`config.mk`:
```
export PLATFORM = sky130hd
export DESIGN_NAME = psdc_top
export DESIGN_NICKNAME = d
export VERILOG_FILES = /design/src/rtl/psdc_pkg.sv /design/src/rtl/psdc_top.sv
export SDC_FILE = /design/constraint.sdc
export NUM_CORES = 1
export LEC_CHECK = 0
export BUFFER_PORTS_ARGS = -buffer_cell sky130_fd_sc_hd__buf_2
export CAP_MARGIN = 30
export CORE_ASPECT_RATIO = 0.9
export CORE_UTILIZATION = 50
export DETAILED_ROUTE_END_ITERATION = 8
export PLACE_DENSITY = 0.82
export SLEW_MARGIN = 5
export SYNTH_ARGS = -nofsm -noshare
export SYNTH_HDL_FRONTEND = slang
export SYNTH_SLANG_ARGS = --single-unit
```
`constraint.sdc`:
```
create_clock -name pclk -period 6.5 [get_ports pclk]
set_clock_uncertainty 0.05 [all_clocks]
set_input_delay 0.975 -clock pclk [delete_from_list [all_inputs] [get_ports pclk]]
set_output_delay 0.975 -clock pclk [all_outputs]
set_load 0.02 [all_outputs]
```
`src/rtl/psdc_pkg.sv`:
```
// Constants shared by the PLL synthesizer divider control block.
`default_nettype none
package psdc_pkg;
  // Divider field widths.
  localparam int P_W = 5;
  localparam int M_W = 10;
  localparam int N_W = 3;
  localparam int IDX_W = 4;
  localparam int PRESET_COUNT = 16;
  // Serial frame layout, shifted in most significant bit first.
  localparam int FRAME_W = 1 + IDX_W + P_W + M_W + N_W;
  localparam int FR_N_LSB = 0;
  localparam int FR_M_LSB = FR_N_LSB + N_W;
  localparam int FR_P_LSB = FR_M_LSB + M_W;
  localparam int FR_IDX_LSB = FR_P_LSB + P_W;
  localparam int FR_CUSTOM_BIT = FR_IDX_LSB + IDX_W;
  // Post divider codes 0 to 4 divide by 2, 4, 8, 16, 32.
  localparam logic [N_W-1:0] N_CODE_MAX = 3'h4;
  // APB register byte addresses.
  localparam logic [7:0] ADDR_STATUS = 8'h00;
  localparam logic [7:0] ADDR_ACTIVE = 8'h04;
  localparam logic [7:0] ADDR_LOCKCFG = 8'h08;
  localparam logic [7:0] ADDR_SHIFT = 8'h0C;
  // Register field positions.
  localparam int ST_LOCKED = 0;
  localparam int ST_CUSTOM = 1;
  localparam int ST_ENABLED = 2;
  localparam int ST_IDX_LSB = 4;
  localparam int ACT_N_LSB = 0;
  localparam int ACT_M_LSB = 8;
  localparam int ACT_P_LSB = 20;
  localparam int LOCKCFG_W = 8;
  localparam logic [LOCKCFG_W-1:0] LOCKCFG_RESET = 8'h04;
  // Reference loss timeout.
  localparam int CLK_MHZ = 50;
  localparam int REF_TIMEOUT_NS = 20000;
  localparam int REF_TIMEOUT_CYC = (REF_TIMEOUT_NS * CLK_MHZ + 999) / 1000;
  // Preset table defaults.
  localparam logic [P_W-1:0] PRESET_P = 5'h01;
  localparam logic [M_W-1:0] PRESET_M_BASE = 10'h010;
  localparam logic [N_W-1:0] PRESET_N = 3'h1;

  typedef struct packed {
    logic [P_W-1:0] p;
    logic [M_W-1:0] m;
    logic [N_W-1:0] n;
  } psdc_div_type;

  function automatic psdc_div_type psdc_preset(input logic [IDX_W-1:0] idx);
    psdc_div_type d;
    d.p = PRESET_P;
    d.m = PRESET_M_BASE + M_W'(idx);
    d.n = PRESET_N;
    return d;
  endfunction
endpackage
`default_nettype wire

```
`src/rtl/psdc_top.sv`:
```
// Divider, output gating and lock detect control of the serially configured PLL synthesizer.
//
// The APB register port and the register addresses were chosen for this implementation.
`default_nettype none
module psdc_top
  import psdc_pkg::*;
#(
  parameter int LOCK_CNT_W = 8,
  parameter int REF_TIMEOUT = REF_TIMEOUT_CYC
) (
  // Clock and reset.
  input wire logic pclk,
  input wire logic presetn,
  // APB slave.
  input wire logic psel,
  input wire logic penable,
  input wire logic pwrite,
  input wire logic [7:0] paddr,
  input wire logic [31:0] pwdata,
  output logic [31:0] prdata,
  output logic pready,
  output logic pslverr,
  // Serial configuration pins.
  input wire logic sclk,
  input wire logic sdata,
  input wire logic serial_load_strobe,
  // Clock sources from the analog section.
  input wire logic ref_clk_in,
  input wire logic vco_clk_in,
  // Output control and status pins.
  input wire logic out_enable,
  output logic synth_out_p,
  output logic synth_out_n,
  output logic locked_n
);

  if (LOCK_CNT_W < LOCKCFG_W) $error("LOCK_CNT_W must cover the lock count register");
  if (REF_TIMEOUT < 2) $error("REF_TIMEOUT must be at least 2");

  localparam int TO_W = $clog2(REF_TIMEOUT + 1);

  // Two flip-flop synchronisers plus one stage for edge detection.
  logic [5:0] sync1;
  logic [5:0] sync2;
  logic [5:0] sync3;
  always_ff @(posedge pclk or negedge presetn) begin
    if (!presetn) begin
      sync1 <= '0;
      sync2 <= '0;
      sync3 <= '0;
    end else begin
      sync1 <= {out_enable, vco_clk_in, ref_clk_in, serial_load_strobe, sdata, sclk};
      sync2 <= sync1;
      sync3 <= sync2;
    end
  end

  logic sclk_rise;
  logic load_rise;
  logic ref_rise;
  logic vco_rise;
  logic sdata_s;
  logic oe_s;
  assign sclk_rise = sync2[0] & ~sync3[0];
  assign sdata_s = sync2[1];
  assign load_rise = sync2[2] & ~sync3[2];
  assign ref_rise = sync2[3] & ~sync3[3];
  assign vco_rise = sync2[4] & ~sync3[4];
  assign oe_s = sync2[5];

  // Serial shift register; frame bits enter most significant first.
  logic [FRAME_W-1:0] shift;
  always_ff @(posedge pclk or negedge presetn) begin
    if (!presetn) begin
      shift <= '0;
    end else if (sclk_rise) begin
      shift <= {shift[FRAME_W-2:0], sdata_s};
    end
  end

  // Active settings change only on the load strobe.
  psdc_div_type active;
  psdc_div_type next_active;
  logic custom;
  logic [IDX_W-1:0] preset_idx;
  always_comb begin
    if (shift[FR_CUSTOM_BIT]) begin
      next_active.p = shift[FR_P_LSB +: P_W];
      next_active.m = shift[FR_M_LSB +: M_W];
      next_active.n = shift[FR_N_LSB +: N_W];
    end else begin
      next_active = psdc_preset(shift[FR_IDX_LSB +: IDX_W]);
    end
  end

  always_ff @(posedge pclk or negedge presetn) begin
    if (!presetn) begin
      active <= '{p: PRESET_P, m: PRESET_M_BASE, n: PRESET_N};
      custom <= 1'b0;
      preset_idx <= '0;
    end else if (load_rise) begin
      active <= next_active;
      custom <= shift[FR_CUSTOM_BIT];
      preset_idx <= shift[FR_IDX_LSB +: IDX_W];
    end
  end

  // Post divider: toggle the output every 2**code rising oscillator edges, with codes above 4 taken as 4.
  logic [N_W-1:0] n_code;
  logic [4:0] half_len;
  logic [4:0] post_cnt;
  logic div_clk;
  logic next_div_clk;
  logic post_wrap;
  assign n_code = (active.n > N_CODE_MAX) ? N_CODE_MAX : active.n;
  assign half_len = 5'(5'h01 << n_code);
  assign post_wrap = vco_rise && (post_cnt >= half_len - 5'h01);
  assign next_div_clk = post_wrap ? ~div_clk : div_clk;

  always_ff @(posedge pclk or negedge presetn) begin
    if (!presetn) begin
      post_cnt <= '0;
      div_clk <= 1'b0;
    end else begin
      if (vco_rise) begin
        post_cnt <= post_wrap ? 5'h00 : post_cnt + 5'h01;
      end
      div_clk <= next_div_clk;
    end
  end

  // The gate may only change where the divided clock stays low, so a pulse is never cut.
  logic gate;
  always_ff @(posedge pclk or negedge presetn) begin
    if (!presetn) begin
      gate <= 1'b0;
    end else if (!next_div_clk && !div_clk) begin
      gate <= oe_s;
    end
  end

  always_ff @(posedge pclk or negedge presetn) begin
    if (!presetn) begin
      synth_out_p <= 1'b0;
      synth_out_n <= 1'b1;
    end else begin
      synth_out_p <= div_clk & gate;
      synth_out_n <= ~(div_clk & gate);
    end
  end

  // Prescaler and feedback dividers feed the phase comparison.
  logic [P_W-1:0] pre_cnt;
  logic [M_W-1:0] fb_cnt;
  logic ref_tick;
  logic fb_tick;
  assign ref_tick = ref_rise && (pre_cnt + 5'h01 >= active.p);
  assign fb_tick = vco_rise && (fb_cnt + 10'h001 >= active.m);

  always_ff @(posedge pclk or negedge presetn) begin
    if (!presetn) begin
      pre_cnt <= '0;
      fb_cnt <= '0;
    end else if (load_rise) begin
      pre_cnt <= '0;
      fb_cnt <= '0;
    end else begin
      if (ref_rise) begin
        pre_cnt <= ref_tick ? 5'h00 : pre_cnt + 5'h01;
      end
      if (vco_rise) begin
        fb_cnt <= fb_tick ? 10'h000 : fb_cnt + 10'h001;
      end
    end
  end

  // Lock detect: one feedback tick per reference period; a coincident tick opens the next period, as when aligned.
  logic [1:0] fb_seen;
  logic [LOCK_CNT_W-1:0] good;
  logic [TO_W-1:0] ref_idle;
  logic ref_lost;
  logic locked;
  logic [LOCKCFG_W-1:0] lockcfg;
  assign ref_lost = (ref_idle >= TO_W'(REF_TIMEOUT));

  always_ff @(posedge pclk or negedge presetn) begin
    if (!presetn) begin
      ref_idle <= '0;
    end else if (ref_rise) begin
      ref_idle <= '0;
    end else if (!ref_lost) begin
      ref_idle <= ref_idle + TO_W'(1);
    end
  end

  always_ff @(posedge pclk or negedge presetn) begin
    if (!presetn) begin
      fb_seen <= '0;
      good <= '0;
    end else if (load_rise || ref_lost) begin
      fb_seen <= '0;
      good <= '0;
    end else if (ref_tick) begin
      fb_seen <= {1'b0, fb_tick};
      if (fb_seen == 2'h1) begin
        if (good != '1) begin
          good <= good + LOCK_CNT_W'(1);
        end
      end else begin
        good <= '0;
      end
    end else if (fb_tick && fb_seen != 2'h3) begin
      fb_seen <= fb_seen + 2'h1;
    end
  end

  assign locked = (good >= LOCK_CNT_W'(lockcfg)) && (lockcfg != '0);

  always_ff @(posedge pclk or negedge presetn) begin
    if (!presetn) begin
      locked_n <= 1'b1;
    end else begin
      locked_n <= ~locked;
    end
  end

  // APB slave: one access cycle, answered with pready registered from the setup cycle.
  logic apb_setup;
  logic apb_write;
  logic addr_ok;
  assign apb_setup = psel & ~penable;
  assign apb_write = psel & penable & pready & pwrite;
  assign addr_ok = (paddr == ADDR_STATUS) || (paddr == ADDR_ACTIVE) ||
                   (paddr == ADDR_LOCKCFG) || (paddr == ADDR_SHIFT);

  always_ff @(posedge pclk or negedge presetn) begin
    if (!presetn) begin
      lockcfg <= LOCKCFG_RESET;
    end else if (apb_write && paddr == ADDR_LOCKCFG) begin
      lockcfg <= pwdata[LOCKCFG_W-1:0];
    end
  end

  logic [31:0] next_prdata;
  always_comb begin
    next_prdata = '0;
    case (paddr)
      ADDR_STATUS: begin
        next_prdata[ST_LOCKED] = ~locked_n;
        next_prdata[ST_CUSTOM] = custom;
        next_prdata[ST_ENABLED] = gate;
        next_prdata[ST_IDX_LSB +: IDX_W] = preset_idx;
      end
      ADDR_ACTIVE: begin
        next_prdata[ACT_N_LSB +: N_W] = active.n;
        next_prdata[ACT_M_LSB +: M_W] = active.m;
        next_prdata[ACT_P_LSB +: P_W] = active.p;
      end
      ADDR_LOCKCFG: begin
        next_prdata[LOCKCFG_W-1:0] = lockcfg;
      end
      ADDR_SHIFT: begin
        next_prdata[FRAME_W-1:0] = shift;
      end
      default: begin
        next_prdata = '0;
      end
    endcase
  end

  always_ff @(posedge pclk or negedge presetn) begin
    if (!presetn) begin
      pready <= 1'b0;
      pslverr <= 1'b0;
      prdata <= '0;
    end else begin
      pready <= apb_setup;
      pslverr <= apb_setup & ~addr_ok;
      prdata <= (apb_setup && !pwrite) ? next_prdata : 32'h0000_0000;
    end
  end

  // Checks kept next to the logic.
  AST_GATE_LOW_ONLY: assert property (@(posedge pclk) disable iff (!presetn)
    $changed(gate) |-> !div_clk && !$past(div_clk))
    else $error("Output gate changed while the divided clock was high");

  AST_DISABLED_LEVELS: assert property (@(posedge pclk) disable iff (!presetn)
    !gate |=> !synth_out_p && synth_out_n)
    else $error("Disabled output not held true low and complement high");

  AST_ENABLED_FOLLOWS: assert property (@(posedge pclk) disable iff (!presetn)
    gate |=> synth_out_p == $past(div_clk) && synth_out_n == !$past(div_clk))
    else $error("Enabled output does not follow the divided clock");

  AST_LOCK_PIN: assert property (@(posedge pclk) disable iff (!presetn)
    ##1 locked_n == !$past(locked))
    else $error("Lock indicator does not reflect lock state");

  AST_REF_LOSS: assert property (@(posedge pclk) disable iff (!presetn)
    ref_lost |-> ##2 locked_n)
    else $error("Lock indicator not high after reference loss");

  AST_LOAD_ONLY: assert property (@(posedge pclk) disable iff (!presetn)
    !load_rise |=> $stable(active))
    else $error("Active dividers changed without a load strobe");

  AST_LOAD_CUSTOM: assert property (@(posedge pclk) disable iff (!presetn)
    load_rise && shift[FR_CUSTOM_BIT] |=> active.m == $past(shift[FR_M_LSB +: M_W]) &&
      active.p == $past(shift[FR_P_LSB +: P_W]))
    else $error("Custom frame not loaded into the dividers");

  AST_POST_DIV: assert property (@(posedge pclk) disable iff (!presetn)
    vco_rise |=> post_cnt < $past(half_len))
    else $error("Post divider count passed its half period");

  AST_SHIFT_IN: assert property (@(posedge pclk) disable iff (!presetn)
    sclk_rise |=> shift[0] == $past(sdata_s))
    else $error("Serial bit not shifted in on clock edge");

  AST_APB_READY: assert property (@(posedge pclk) disable iff (!presetn)
    psel && !penable |=> pready)
    else $error("APB access phase not answered in one cycle");

endmodule
`default_nettype wire

```
### Word-level counts from Yosys, hierarchy flattened

Cells that the tools add are included.

* $add $sub $neg: 8
* order comparisons: 6
* eq/ne operators: 8
* shift operators: 1
* mux-type cells: 27
* bitwise gates (word level): 20
* reductions and logical operators: 22

Operators by type and width (count)
* 2-to-1 mux 10 bit: 5
* 2-to-1 mux 8 bit: 4
* 2-to-1 mux 25 bit: 1
* adder 10 x 1 -> 10 bit (second input constant): 2
* 2-to-1 mux 5 bit: 4
* case mux 10 bit (2 select lines): 1
* 2-to-1 mux 18 bit: 1
* == test 8 x 4 -> 1 bit (second input constant): 2
* case mux 3 bit (4 select lines): 1
* case mux 4 bit (3 select lines): 1
* adder 5 x 1 -> 5 bit (second input constant): 2
* bitwise AND 1 bit: 10
* greater-or-equal comparator 10 bit: 1
* greater-or-equal comparator 10 bit (second input constant): 1
* greater-or-equal comparator 5 bit: 2
* 2-to-1 mux 2 bit: 5
* inverter 1 bit: 10
* adder 8 x 1 -> 8 bit (second input constant): 1
* == test 8 x 3 -> 1 bit (second input constant): 1
* greater-or-equal comparator 8 bit: 1
* logical AND 1 bit: 8
* zero test 8 bit: 1
* inequality test 8 bit (second input constant): 1
* nonzero test 8 bit: 1
* other kinds (17): 25

* register bits: 143
* bits of input ports: 51
* output and inout port bits: 37
* word-level logic and storage cells: 116

### Logic depth before layout (Yosys ltp)

* depth after elaboration: 9
* gate-level depth with buffers: 13
* depth with buffers taken out: 12

### Worst setup path before layout

No wires, ideal clock.

* path kind: register -> register
* start: register fb_cnt[2]
* end: register fb_cnt[7]
* setup time: 64 ps
* arrival: 2460 ps
* required time: 6386 ps
* slack: 3926 ps
* stages on the path, launching flop included: 14
* buffers on the path: 1
* period minus slack after synthesis: 2574 ps
* path through: dfrtp_1 -> and4_1 -> and4_1 -> and3_1 -> nand2b_1 -> nand2_1 -> ha_1 -> a21oi_1 -> o21ai_0 -> a31oi_1 -> nand4_1 -> clkbuf_1 -> nor3b_1 -> a21o_1

* longest elaborated chain between the ends: 6

Ends and longest elaborated chain
* start: declaration: line psdc_top.sv:154 `logic [M_W-1:0] fb_cnt;`
* start signal: assignment: line psdc_top.sv:172 `fb_cnt <= fb_tick ? 10'h000 : fb_cnt + 10'h001;`
* adder 10 x 1 -> 10 bit (*): line psdc_top.sv:158, psdc_top.sv:172
* greater-or-equal comparator 10 bit: line psdc_top.sv:158 `assign fb_tick = vco_rise && (fb_cnt + 10'h001 >= active.m);`
* logical AND 1 bit: line psdc_top.sv:158
* 2-to-1 mux 10 bit (*): line psdc_top.sv:172
* 2-to-1 mux 10 bit (*): line psdc_top.sv:171 `if (vco_rise) begin`
* 2-to-1 mux 10 bit (*): line psdc_top.sv:164 `end else if (load_rise) begin`

Mark *: on every way between the ends. The rest lies on a longest branch, timed or not. The select of a mux whose other input is x is not followed.
A chain may end at the register's enable or synchronous reset.

### Worst setup path after layout

Same ends and word-level chain as after synthesis.

==> results by group <==
Yosys
  • Syn Std Cell Area: 6690 um^2
  • Synth Area in Compound Gates: 0.0969
  • Yosys Warn Count: 0
  • Synth unique cells: 51
  • Most frequent cell after synthesis: dfrtp_1
  • EDFF count, synth: 0
  • Mapped Cells: 650
  • Avg Inst Size Synth: 10.3 um^2
  • Yosys reg bits: 142
  • Simple-gate portion of the synthesized area: 0.167
  • Synth top area share: 0.509
  • Post-synth top cells: dfrtp_1, nand2_1, nor2_1
  • Post-synthesis async set-or-reset flop share: 1.00
  • Cell taking the most area after synthesis: dfrtp_1
  • Post-synthesis mux area share: 0.0686
  • Sequential element share of the synthesized area: 0.532
  • Synth Area in Adders: 0.0692
  • Top FF cell, synth: dfrtp_1
  • Largest family of logic cells by synthesized area: simple AND/OR/NAND/NOR gates
  • Synth top area cells: dfrtp_1, ha_1, nand2_1
  • XOR/XNOR Fraction of Synth Area: 0.0223

GRT
  • Initial antenna violation count: 0
  • Global-route wire length before repair: 23.4 mm
  • Vias in the first global route: 4895
  • Gr usage total: 0.221
  • Largest net degree at the start of global routing: 79
  • Grt ovf: 0

Clock tree
  • Clk buf depth: 2
  • Htree depth: 4
  • Root Driver: clkbuf_16
  • CTS clk-pin slew, worst paths: 0.06 ns
  • TritonCTS Sinks: 142
  • CTS tree: yes
  • CTS hold repair buffers: 0
  • Clk Latency, worst-skew pair: 0.42 ns
  • Post-CTS sizing: 0
  • Setup bufs post-CTS: 0
  • TritonCTS Buffers: 17

Drt
  • Routed vias: 4929
  • Post-Route WL: 14.1 mm
  • Initial DRC Count: 362
  • Number of routed nets with antenna violations: 0
  • Routed len/inst: 16.0 um
  • Remaining DRCs: 0
  • First-pass DRT Iterations: 5
  • Routed vias/inst: 5.59

Setup path
  • Data arrival time of the worst path: 3.53 ns
  • CP startpoint kind: flop
  • Worst-path maximum fanout: 11
  • Worst Setup SP: fb_cnt[2]$_DFFE_PN0P_
  • Critical R2R Launch: fb_cnt[2]$_DFFE_PN0P_
  • Crit Path Class: flop to flop
  • WP data required: 6.81 ns
  • Nature of the critical path endpoint: flop

Power
  • VDD IR max: 0.000204 V
  • Pwr Total: 2.26 mW
  • Pwr dens: 294 nW/um^2
  • Leakage: 3.83 nW

Layout
  • Layout area overhead: 15.0%
  • Nets@finish: 793
  • Utilization after layout: 0.597
  • ANT cells: 0
  • Layout cells sized above 1: 0.173

Run status
  • Outcome: finished clean

Flow run
  • MaxCap Viol Count: 0

Timing
  • FMAX: 311 MHz
  • Setup tns final: 0 ns
  • Tmin final: 3.22 ns
  • Max Transition Viols Final: 0
  • Slew Limit Headroom: 0.434
  • Unrepaired setup endpoints after global routing: no
  • Actual slew at the worst max-slew pin: 0.849 ns
  • Hold WS: 0.292 ns
  • Setup Viol. Count Final: 0
  • Endpoints failing hold: 0
  • Period utilization: 0.495

Die
  • Num ports: 88
  • Die Y: 112 um
  • Initial Util: 0.519
  • Placeable Area: 12900 um^2
  • FP Rows: 39
  • Die width: 124 um
  • DIE AREA: 13800 um^2

Worst hold path
  • Hold path startpoint: sync1[5]$_DFF_PN0_
  • Worst hold path class: flop to flop

Place
  • Gp weighted congestion: 0.839
  • HPWL after detailed placement: 9.55 mm
  • IO Port Bufs: 56
## routing by layer
metal | global-route usage | wire length (um) | up-vias
met5 | 0 | 0 | -
met4 | 0.0825 | 265 | 0
met3 | 0.0610 | 764 | 24
met2 | 0.349 | 6870 | 171
met1 | 0.290 | 6200 | 2417
li1 | - | - | 2317
## final timing paths
check	end	slack, ns	cells past startpoint
min in group asynchronous	shift[1]$_DFFE_PN0P_	0.48	1
setup / recovery	fb_cnt[7]$_DFFE_PN0P_	3.28	12
hold reg to reg	sync2[5]$_DFF_PN0_	0.29	0
hold / removal	sync2[5]$_DFF_PN0_	0.29	0
max in group asynchronous	active[13]$_DFFE_PN1P_	4.91	3
setup reg to reg	fb_cnt[7]$_DFFE_PN0P_	3.28	12
## sequential cells by signal, indices dropped and copies added, names as in the netlist, 5 cells and up
name	flops
prdata	25
shift	23
active	18
fb_cnt	10
ref_idle	10
good	8
lockcfg	8
sync1	6
sync2	6
post_cnt	5
pre_cnt	5
## stage by stage
stage / setup WS, ns / std cells / cell area, um^2
after floorplan: 3.93 / 656 / 6710
after global placement: 3.48 / 848 / 7080
after detailed placement: 3.37 / 849 / 7090
after CTS: 3.32 / 881 / 7670
after global routing: 3.01 / 882 / 7690
final: 3.28 / 882 / 7690
## final cells by class
| cell class | count | area [um^2] |
|---|---|---|
| tap | 164 | 205 |
| clock inverter | 7 | 87.6 |
| timing repair buffer | 60 | 344 |
| multi-input combinational | 447 | 2870 |
| sequential | 142 | 3560 |
| fill | 1014 | 5190 |
| clock buffer | 25 | 485 |
| inverter | 37 | 139 |
## layout by cell type (no fill, tap or decap), types with 7 or more instances in the layout
cell,count
xnor2_1,7
nor2_1,51
dfrtp_1,136
clkbuf_16,17
nand2_1,91
xor2_1,10
conb_1,8
nand2b_1,17
inv_1,37
or3_1,9
o21ai_0,40
mux2i_1,20
buf_2,55
ha_1,37
mux2_2,22
a21o_1,11
nand3_1,24
a21oi_1,26
## where the power goes
group	switching (mW)	internal [mW]
combinational	0.141	0.116
clock	0.345	0.592
sequential	0.0912	0.972
total	0.578	1.68
## worst max-delay path, stage by stage (launching register included)
cell      delay, ns
dfrtp_1        0.43
and4_1         0.24
and4_1         0.29
and3_1         0.20
nand2b_1       0.13
nand2_1        0.06
ha_1           0.29
a21oi_1        0.15
o21ai_0        0.10
a31oi_1        0.31
nand4_1        0.41
nor3b_1        0.38
a21o_1         0.12
## logic make-up (layout without fill, tap and decap cells)
group | Yosys count | in the layout
AND/OR/NAND/NOR | 234 | 234
flip-flops | 142 | 142
AO/OA/AOI/OAI | 108 | 108
buffers and inverters | 67 | 129
multiplexers | 43 | 43
adder cells (fa/ha/maj) | 37 | 37
XOR/XNOR | 17 | 17
other | 2 | 8
(Power assumes the default switching activity.)
